==> config.mk <==
export PLATFORM = sky130hd
export DESIGN_NAME = spics_port
export DESIGN_NICKNAME = d
export VERILOG_FILES = /design/src/spics_pkg.sv /design/src/spics_port.sv
export SDC_FILE = /design/constraint.sdc
export NUM_CORES = 1
export LEC_CHECK = 0
export BUFFER_PORTS_ARGS = -buffer_cell sky130_fd_sc_hd__clkbuf_2
export CORE_UTILIZATION = 30
export CTS_CLUSTER_DIAMETER = 30
export DETAILED_ROUTE_END_ITERATION = 8
export SYNTH_ARGS = -nofsm -noshare
export SYNTH_HDL_FRONTEND = slang
export SYNTH_SLANG_ARGS = --single-unit
==> constraint.sdc <==
create_clock -name mclk_i -period 4.49 [get_ports mclk_i]
set_clock_uncertainty 0.15 [all_clocks]
set_input_delay 0.449 -clock mclk_i [delete_from_list [all_inputs] [get_ports mclk_i]]
set_output_delay 0.449 -clock mclk_i [all_outputs]
set_load 0.005 [all_outputs]
==> src/spics_pkg.sv <==
// Overview of operation
// slave mode needs rate source and divide 1
// master inverts frame output to active-low enable
// slave inverts active-low frame inputs internally
// master: tx clock/frame driven, rx ones 0
// slave: all four direction bits are 0
// enable low before first clock edge
// clock period is divide plus one cycles (divide 0 gives two)
// low phase half, or divide/2 when even
// high phase half, or divide/2+1 when even
// timing from cpu clock, no output divider
// stop 10b, polarity 1: sample rising edge
// stop 11b, polarity 1: sample falling edge
// slave releases data line when enable high
// stop 10b, polarity 0: sample falling edge
// master raises enable, stops clock after word
package spics_pkg;

    // ------------------------------------------------------------
    // constants
    // ------------------------------------------------------------
    localparam int unsigned DIV_W           = 8;
    localparam int unsigned CNT_W           = 9;
    localparam logic        SLAVE_RATE_SRC  = 1'b1;
    localparam logic [7:0]  SLAVE_RATE_DIV  = 8'h01;
    localparam logic [7:0]  DIV_ZERO        = 8'h00;
    localparam logic [8:0]  CNT_ONE         = 9'h001;
    localparam int unsigned STOP_ENABLE_BIT = 1;
    localparam int unsigned STOP_DELAY_BIT  = 0;
    localparam int unsigned SYNC_W          = 4;
    localparam int unsigned SY_CLK          = 3;
    localparam int unsigned SY_TXFS         = 2;
    localparam int unsigned SY_RXFS         = 1;
    localparam int unsigned SY_RXD          = 0;

    // ------------------------------------------------------------
    // types
    // ------------------------------------------------------------
    typedef struct packed {
        logic [1:0]       clock_stop_phase_select;
        logic             tx_clock_polarity;
        logic             rate_gen_clock_source;
        logic [DIV_W-1:0] rate_gen_divide_value;
        logic             rx_frame_polarity;
        logic             tx_frame_polarity;
        logic             tx_clock_direction;
        logic             rx_clock_direction;
        logic             tx_frame_direction;
        logic             rx_frame_direction;
    } spics_cfg_t;

    typedef enum logic [2:0] {
        ST_IDLE,
        ST_LEAD,
        ST_SHIFT,
        ST_TRAIL,
        ST_SLAVE
    } spics_state_t;

endpackage : spics_pkg

==> src/spics_port.sv <==
`timescale 1ns/1ns
`default_nettype none
module spics_port #(
    parameter int unsigned WORD_W = 8
) (
    input  wire logic                   mclk_i,
    input  wire logic                   nrst_i,
    input  wire spics_pkg::spics_cfg_t  cfg_i,
    input  wire logic [WORD_W-1:0]      tx_data_i,
    input  wire logic                   tx_valid_i,
    output logic                        tx_ready_o,
    output logic [WORD_W-1:0]           rx_data_o,
    output logic                        rx_valid_o,
    output logic                        mode_error_o,
    input  wire logic                   serial_bit_clock_pin_i,
    output logic                        serial_bit_clock_pin_o,
    output logic                        serial_bit_clock_pin_oe_o,
    input  wire logic                   tx_frame_pin_i,
    output logic                        tx_frame_pin_o,
    output logic                        tx_frame_pin_oe_o,
    input  wire logic                   rx_frame_pin_i,
    output logic                        serial_tx_data_pin_o,
    output logic                        serial_tx_data_pin_oe_o,
    input  wire logic                   serial_rx_data_pin_i
);

    // ------------------------------------------------------------
    // elaboration checks
    // ------------------------------------------------------------
    localparam int unsigned EDGE_W = $clog2(2 * WORD_W) + 1;
    localparam int unsigned BIT_W  = $clog2(WORD_W + 1);
    localparam logic [EDGE_W-1:0] LAST_EDGE = EDGE_W'(2 * WORD_W - 1);
    localparam logic [BIT_W-1:0]  LAST_BIT  = BIT_W'(WORD_W - 1);

    generate
        if (WORD_W < 2 || WORD_W > 32) begin : g_bad_width
            $error("spics_port: WORD_W must be 2 to 32");
        end
    endgenerate

    // ------------------------------------------------------------
    // phase length decode
    // ------------------------------------------------------------
    // divide 0 would ask for a one-cycle period; it is clamped to two
    function automatic logic [spics_pkg::CNT_W-1:0] phase_len(
        input logic [spics_pkg::DIV_W-1:0] div,
        input logic                        level
    );
        logic [spics_pkg::CNT_W-1:0] period;
        logic [spics_pkg::CNT_W-1:0] low;
        period = {1'b0, div} + spics_pkg::CNT_ONE;
        // low phase length
        if (div == spics_pkg::DIV_ZERO) begin
            low = spics_pkg::CNT_ONE;
        end else if (div[0]) begin
            low = period >> 1;
        end else begin
            low = {2'b00, div[spics_pkg::DIV_W-1:1]};
        end
        // high phase length
        if (!level) begin
            phase_len = low;
        end else if (div == spics_pkg::DIV_ZERO) begin
            phase_len = spics_pkg::CNT_ONE;
        end else begin
            phase_len = period - low;
        end
    endfunction : phase_len

    // ------------------------------------------------------------
    // mode decode
    // ------------------------------------------------------------
    logic is_master;
    logic is_slave;
    logic slave_rate_ok;
    logic stop_on;
    logic sample_rise;
    logic master_ok;
    logic slave_ok;

    // master direction bits
    assign is_master = cfg_i.tx_clock_direction & cfg_i.tx_frame_direction &
                       ~cfg_i.rx_clock_direction & ~cfg_i.rx_frame_direction;
    // slave direction bits
    assign is_slave  = ~cfg_i.tx_clock_direction & ~cfg_i.tx_frame_direction &
                       ~cfg_i.rx_clock_direction & ~cfg_i.rx_frame_direction;
    // slave rate check
    assign slave_rate_ok = (cfg_i.rate_gen_clock_source == spics_pkg::SLAVE_RATE_SRC) &&
                           (cfg_i.rate_gen_divide_value == spics_pkg::SLAVE_RATE_DIV);
    assign stop_on   = cfg_i.clock_stop_phase_select[spics_pkg::STOP_ENABLE_BIT];
    // sampling edge select
    assign sample_rise = cfg_i.tx_clock_polarity ^
                         cfg_i.clock_stop_phase_select[spics_pkg::STOP_DELAY_BIT];
    assign master_ok = stop_on & is_master;
    assign slave_ok  = stop_on & is_slave & slave_rate_ok;

    // ------------------------------------------------------------
    // pin synchronisers
    // ------------------------------------------------------------
    logic [spics_pkg::SYNC_W-1:0] s1_q, s1_d;
    logic [spics_pkg::SYNC_W-1:0] s2_q, s2_d;
    logic [spics_pkg::SYNC_W-1:0] s3_q, s3_d;

    always_comb begin
        s1_d = {serial_bit_clock_pin_i, tx_frame_pin_i, rx_frame_pin_i, serial_rx_data_pin_i};
        s2_d = s1_q;
        s3_d = s2_q;
    end

    always_ff @(posedge mclk_i or negedge nrst_i) begin
        if (!nrst_i) begin
            s1_q <= '0;
            s2_q <= '0;
            s3_q <= '0;
        end else begin
            s1_q <= s1_d;
            s2_q <= s2_d;
            s3_q <= s3_d;
        end
    end

    logic fs_tx_in;
    logic fs_rx_in;
    logic slave_fs;
    logic slave_edge;
    logic rxd_in;

    // active-low enables inverted
    assign fs_tx_in   = s2_q[spics_pkg::SY_TXFS] ^ cfg_i.tx_frame_polarity;
    assign fs_rx_in   = s2_q[spics_pkg::SY_RXFS] ^ cfg_i.rx_frame_polarity;
    assign slave_fs   = fs_tx_in | fs_rx_in;
    assign slave_edge = s2_q[spics_pkg::SY_CLK] ^ s3_q[spics_pkg::SY_CLK];
    assign rxd_in     = s2_q[spics_pkg::SY_RXD];

    // ------------------------------------------------------------
    // transfer engine
    // ------------------------------------------------------------
    spics_pkg::spics_state_t      state_q, state_d;
    logic [spics_pkg::CNT_W-1:0]  cnt_q, cnt_d;
    logic [EDGE_W-1:0]            edges_q, edges_d;
    logic [BIT_W-1:0]             bits_q, bits_d;
    logic [WORD_W-1:0]            tsh_q, tsh_d;
    logic [WORD_W-1:0]            rsh_q, rsh_d;
    logic [WORD_W-1:0]            rdat_q, rdat_d;
    logic                         rval_q, rval_d;
    logic                         sck_q, sck_d;
    logic                         fs_q, fs_d;
    logic                         dout_q, dout_d;
    logic                         doe_q, doe_d;
    logic                         err_q, err_d;
    logic                         edge_hit;
    logic                         edge_rise;
    logic                         phase_done;

    assign tx_ready_o = (state_q == spics_pkg::ST_IDLE) & (master_ok | (slave_ok & slave_fs));
    // phase counted on mclk only
    assign phase_done = (cnt_q + spics_pkg::CNT_ONE) >=
                        phase_len(cfg_i.rate_gen_divide_value, sck_q);

    always_comb begin
        state_d   = state_q;
        cnt_d     = cnt_q;
        edges_d   = edges_q;
        bits_d    = bits_q;
        tsh_d     = tsh_q;
        rsh_d     = rsh_q;
        rdat_d    = rdat_q;
        rval_d    = 1'b0;
        sck_d     = sck_q;
        fs_d      = fs_q;
        dout_d    = dout_q;
        doe_d     = doe_q;
        err_d     = stop_on & ~master_ok & ~slave_ok;
        edge_hit  = 1'b0;
        edge_rise = 1'b0;
        case (state_q)
            spics_pkg::ST_IDLE: begin
                sck_d = cfg_i.tx_clock_polarity;
                cnt_d = '0;
                edges_d = '0;
                bits_d = '0;
                if (master_ok && tx_valid_i) begin
                    // enable asserted before clocking
                    fs_d    = 1'b1;
                    doe_d   = 1'b1;
                    tsh_d   = tx_data_i;
                    dout_d  = tx_data_i[WORD_W-1];
                    state_d = spics_pkg::ST_LEAD;
                end else if (slave_ok && slave_fs) begin
                    tsh_d   = tx_valid_i ? tx_data_i : '0;
                    dout_d  = tx_valid_i & tx_data_i[WORD_W-1];
                    doe_d   = 1'b1;
                    state_d = spics_pkg::ST_SLAVE;
                end
            end
            spics_pkg::ST_LEAD: begin
                cnt_d = cnt_q + spics_pkg::CNT_ONE;
                if (phase_done) begin
                    cnt_d   = '0;
                    state_d = spics_pkg::ST_SHIFT;
                end
            end
            spics_pkg::ST_SHIFT: begin
                cnt_d = cnt_q + spics_pkg::CNT_ONE;
                if (phase_done) begin
                    cnt_d     = '0;
                    sck_d     = ~sck_q;
                    edge_hit  = 1'b1;
                    edge_rise = ~sck_q;
                    edges_d   = edges_q + 1'b1;
                    if (edges_q == LAST_EDGE) begin
                        state_d = spics_pkg::ST_TRAIL;
                    end
                end
            end
            spics_pkg::ST_TRAIL: begin
                cnt_d = cnt_q + spics_pkg::CNT_ONE;
                // enable released, clock parked
                if (phase_done) begin
                    fs_d    = 1'b0;
                    doe_d   = 1'b0;
                    state_d = spics_pkg::ST_IDLE;
                end
            end
            spics_pkg::ST_SLAVE: begin
                edge_hit  = slave_edge & (bits_q != BIT_W'(WORD_W));
                edge_rise = s2_q[spics_pkg::SY_CLK];
                // release data when enable goes high
                if (!slave_fs) begin
                    doe_d   = 1'b0;
                    edge_hit = 1'b0;
                    state_d = spics_pkg::ST_IDLE;
                end
            end
            default: begin
                state_d = spics_pkg::ST_IDLE;
                fs_d    = 1'b0;
                doe_d   = 1'b0;
            end
        endcase
        // sample on one edge, launch on the other
        if (edge_hit) begin
            if (edge_rise == sample_rise) begin
                rsh_d  = {rsh_q[WORD_W-2:0], rxd_in};
                bits_d = bits_q + 1'b1;
                if (bits_q == LAST_BIT) begin
                    rdat_d = {rsh_q[WORD_W-2:0], rxd_in};
                    rval_d = 1'b1;
                end
            end else if (bits_q != '0) begin
                // a launch edge that comes before any sample would drop the top bit, so it is skipped
                tsh_d  = {tsh_q[WORD_W-2:0], 1'b0};
                dout_d = tsh_q[WORD_W-2];
            end
        end
    end

    always_ff @(posedge mclk_i or negedge nrst_i) begin
        if (!nrst_i) begin
            state_q <= spics_pkg::ST_IDLE;
            cnt_q   <= '0;
            edges_q <= '0;
            bits_q  <= '0;
            tsh_q   <= '0;
            rsh_q   <= '0;
            rdat_q  <= '0;
            rval_q  <= 1'b0;
            sck_q   <= 1'b0;
            fs_q    <= 1'b0;
            dout_q  <= 1'b0;
            doe_q   <= 1'b0;
            err_q   <= 1'b0;
        end else begin
            state_q <= state_d;
            cnt_q   <= cnt_d;
            edges_q <= edges_d;
            bits_q  <= bits_d;
            tsh_q   <= tsh_d;
            rsh_q   <= rsh_d;
            rdat_q  <= rdat_d;
            rval_q  <= rval_d;
            sck_q   <= sck_d;
            fs_q    <= fs_d;
            dout_q  <= dout_d;
            doe_q   <= doe_d;
            err_q   <= err_d;
        end
    end

    // ------------------------------------------------------------
    // outputs
    // ------------------------------------------------------------
    assign rx_data_o                 = rdat_q;
    assign rx_valid_o                = rval_q;
    assign mode_error_o              = err_q;
    assign serial_bit_clock_pin_o    = sck_q;
    assign serial_bit_clock_pin_oe_o = master_ok;
    // frame driven as active-low enable
    assign tx_frame_pin_o            = fs_q ^ cfg_i.tx_frame_polarity;
    assign tx_frame_pin_oe_o         = master_ok;
    assign serial_tx_data_pin_o      = dout_q;
    assign serial_tx_data_pin_oe_o   = doe_q;

endmodule : spics_port
`default_nettype wire

==> qor.csv <==
stage,metric,value,unit
status,status,finished with violations,
status,failing checks,negative setup slack,
power_and_ir_drop,Int Pwr,1430,uW
critical_path,CP required,4.55,ns
timing,unrepaired setup endpoints after global routing,true,
cts,clk_lat worst skew,0.33,ns
layout,multi-input logic area,2190,sq um
synth,ys async rst share,100,%
synth,"FF+latch count, synth",58,
power_and_ir_drop,PwrDens,444,nW/um^2
layout,design area,4880,sq um
worst_hold_path,hold path depth,1,
timing,post-route minimum period,4.50,ns
place,Setup WS pre-CTS,-0.562,ns
synth,"area leader, netlist",dfrtp_1,
floorplan,Chip Width,110,microns
critical_path,worst-path fanout max,9,
layout,number of inserted diodes,0,
synth,Mapped Area,3510,sq um
global_routing,initial antenna violation count,0,
timing,Slew headroom,49.2,%
routing,routed len/inst,14.4,microns
floorplan,core area,11400,sq um
timing,final slew viol count,0,
place,DP Area,4230,sq um
critical_path,worst-case reg-to-reg path depth,12,
synth,synth unique cells,58,
flow_run,max-cap violations,0,
routing,vias,2986,
cts,TritonCTS clock tree,built,
cts,clock buffer depth,2,
floorplan,Boundary Pins,50,
power_and_ir_drop,IR Drop Worst-Case VDD,0.000237,V
synth,number of flops mapped to enable cells by yosys,0,
cts,"Reg clk slew, reported paths",0.05,ns
place,Cells after DPL,575,
cts,CTS Hold Bufs,0,
place,Final Wtd Congestion,0.840,
routing,final wirelength,8640,microns
routing,detailed router's first-iteration violation count,149,
routing,drt drc,0,
critical_path,CP Depth,22,
floorplan,Rows,39,
layout,Layout area overhead,39.3,%
floorplan,die area,12100,sq um
cts,CTS Sinks,58,
place,post-DP HPWL,6080,microns
synth,Gate Count Post-Synth,349,
critical_path,CP cell instances,clkbuf_4 > inv_1 > ha_2 > a31oi_4 > o22ai_4 > ha_4 > nand4_1 > nor2_1 > a211oi_2 > nor2b_2 > nor3_2 > or4_1 > o211a_1 > ha_4 > nand4_1 > nor2_2 > a21oi_2 > a21bo_4 > o22ai_4 > and4b_1 > buf_12 > mux2_1,
routing,via/cell ratio,4.99,
synth,syn_area_per_cell,10.0,sq um
floorplan,initial cell density of the core,30.7,%
power_and_ir_drop,P_leak,0.00230,uW
timing,Max Freq,222,MHz
global_routing,largest net degree at the start of global routing,59,
critical_path,CP startpoint kind,input pin,
routing,Routed Antenna Nets,0,
global_routing,number of global-route vias before repair,2848,
timing,setup_tns,-0.0184,ns
synth,sequential area share after synthesis,41.4,%
timing,Final Hold Viols,0,
synth,Area contributors post-synth,"dfrtp_1, ha_1, mux2_1",
place,I/O Buffers,49,
global_routing,gr usage total,14.6,%
layout,Filler cells,1092,
cts,htree depth,3,
timing,Final setup violation count,4,
global_routing,overflow left after global routing,0,
floorplan,die height,110,microns
synth,area share of the largest cell type after synthesis,41.4,%
timing,Final period util,100,%
critical_path,"slowest stage cell, crit path",or4_1,
power_and_ir_drop,Switching Fraction,33.9,%
power_and_ir_drop,Clock Power Share,34.3,%
synth,syn_nets,407,
critical_path,crit-path max cell delay,0.47,ns
layout,fin cells,598,
timing,worst slew pin tran,0.761,ns
layout,final net count,508,
worst_hold_path,Worst Hold Class,in -> reg,
cts,CTS Buf Count,9,
timing,Setup WS post-layout,-0.00893,ns
layout,sequential cell area,1450,sq um
critical_path,WP data arrival,4.56,ns
critical_path,CP bufs+invs,3,
layout,layout cell share with drive strength beyond 1,37.4,%
cts,root buffer cell,clkbuf_16,
power_and_ir_drop,Seq pwr share,31.1,%
synth,Synth Flop Type,dfrtp_1,
critical_path,Setup crit end kind,register,
power_and_ir_drop,sw power,734,uW
power_and_ir_drop,Logic pwr share,34.6,%
critical_path,Crit Path Class,in -> reg,
synth,yosys warns,0,
critical_path,"delay-heaviest family, CP",simple AND/OR/NAND/NOR gates,
global_routing,first-pass GRT wire length,13600,microns
routing,router iterations before antenna repair,4,
## final cells by class
type	count	share of cell area (%)
well taps	143	3.66
clock buffers	9	4.61
clock inverters	7	2.10
inverters	19	1.46
multi-input cells	262	44.9
repair buffers	100	13.6
flip-flops and latches	58	29.7
## path summary, 6_finish.rpt
kind / slack, ns / to / start
max: -0.009 / rx_data_o[4] / cfg_i[6]
min: 0.07 / s1_q[1] / rx_frame_pin_i
max reg2reg: 1.26 / cnt_q[0] / cnt_q[2]
min reg2reg: 0.19 / s2_q[0] / s1_q[0]
max in group asynchronous: 3.60 / cnt_q[2] / nrst_i
min in group asynchronous: 0.12 / s2_q[2] / nrst_i
## cell families after synthesis
kind of cell,after synthesis,share of synthesized area [%]
multiplexers,25,7.96
adder cells (fa/ha/maj),25,9.13
flip-flops,58,41.4
AO/OA/AOI/OAI,80,16.4
buffers and inverters,29,3.71
AND/OR/NAND/NOR,106,14.7
XOR/XNOR,26,6.71
## worst reg2reg max path, stage by stage (launching register included)
cell and delay (ns):
dfrtp_1 0.42, nand3_1 0.12, nor2_1 0.19, nand4_1 0.14, xnor2_1 0.39, ha_4 0.28
nand2_1 0.05, nor2_1 0.04, a211oi_2 0.25, buf_4 0.16, nand3_1 0.09, a21oi_1 0.61
mux2_2 0.28
## metrics by stage
step                      hold WS [ns]  util [%]  power [uW]
after floorplan                0.00341         -        1140
after global placement           0.183      37.0        1340
after detailed placement         0.187      37.0        1360
after CTS                       0.0665      40.3        2120
after global routing            0.0645      42.8        2320
final                           0.0741      42.8        2170
## flip-flops by register name, summed over array words and instances (netlist names)
name                     count
cnt_q                        9
rx_data_o                    8
rsh_q                        7
tsh_q                        7
edges_q                      5
bits_q                       4
s1_q                         4
s2_q                         4
state_q                      3
fs_q                         1
mode_error_o                 1
rx_valid_o                   1
s3_q                         1
serial_bit_clock_pin_o       1
serial_tx_data_pin_o         1
serial_tx_data_pin_oe_o      1
## power groups by stage
stage                     registers, uW  clock network [uW]  logic (uW)
after floorplan                     658                   0         485
after detailed placement            679                   0         679
final                               674                 743         751
after global routing                687                 783         846
after global placement              677                   0         661
after CTS                           672                 756         689
## Yosys cell counts, types with 3 or more instances
cell      number
inv_1         18
and2_1         3
o21ai_0       10
nand4_1        5
and3_1         4
dfrtp_1       58
mux2_2         8
a31oi_1        5
buf_4          3
o22ai_1        4
xor2_1        11
mux2_1        15
and4b_1        3
o21ai_1        5
ha_1          24
a21oi_1       17
a22o_1        15
nor3_1         5
nand3_1       14
xnor2_1       14
nor2b_1        4
nor2_1        28
nand2_1       33
clkbuf_1       4
## cells in the final DEF (no fill, tap or decap), types with 4 or more instances in the layout
master | netlist | routed
a21oi_1 | 17 | 14
and3_1 | 4 | 4
mux2_4 | 0 | 10
xnor2_1 | 14 | 13
xor2_1 | 11 | 9
clkbuf_16 | 0 | 9
a21oi_2 | 1 | 4
nand3_1 | 14 | 12
nor2_1 | 28 | 26
nand2_1 | 33 | 33
inv_1 | 18 | 16
dfrtp_1 | 58 | 58
a22o_1 | 15 | 15
ha_4 | 0 | 5
nand4_1 | 5 | 5
ha_1 | 24 | 18
clkbuf_2 | 0 | 46
buf_4 | 3 | 49
a31oi_1 | 5 | 4
mux2_1 | 15 | 12
o21ai_0 | 10 | 8
o21ai_1 | 5 | 5
## metal layers
metal,up-vias,GRT usage [%],wire (microns)
li1,1461,-,-
met1,1461,19.9,4070
met2,53,22.5,4150
met3,11,3.70,278
met4,0,5.17,143
met5,-,0,0
## repair_timing
action / in CTS / in global routing
setup endpoints to repair: 31 / 37
buffers inserted: 3 / 4
pin swaps: 7 / 22
resized for setup: 6 / 53
Power figures use the tool's default switching activity.
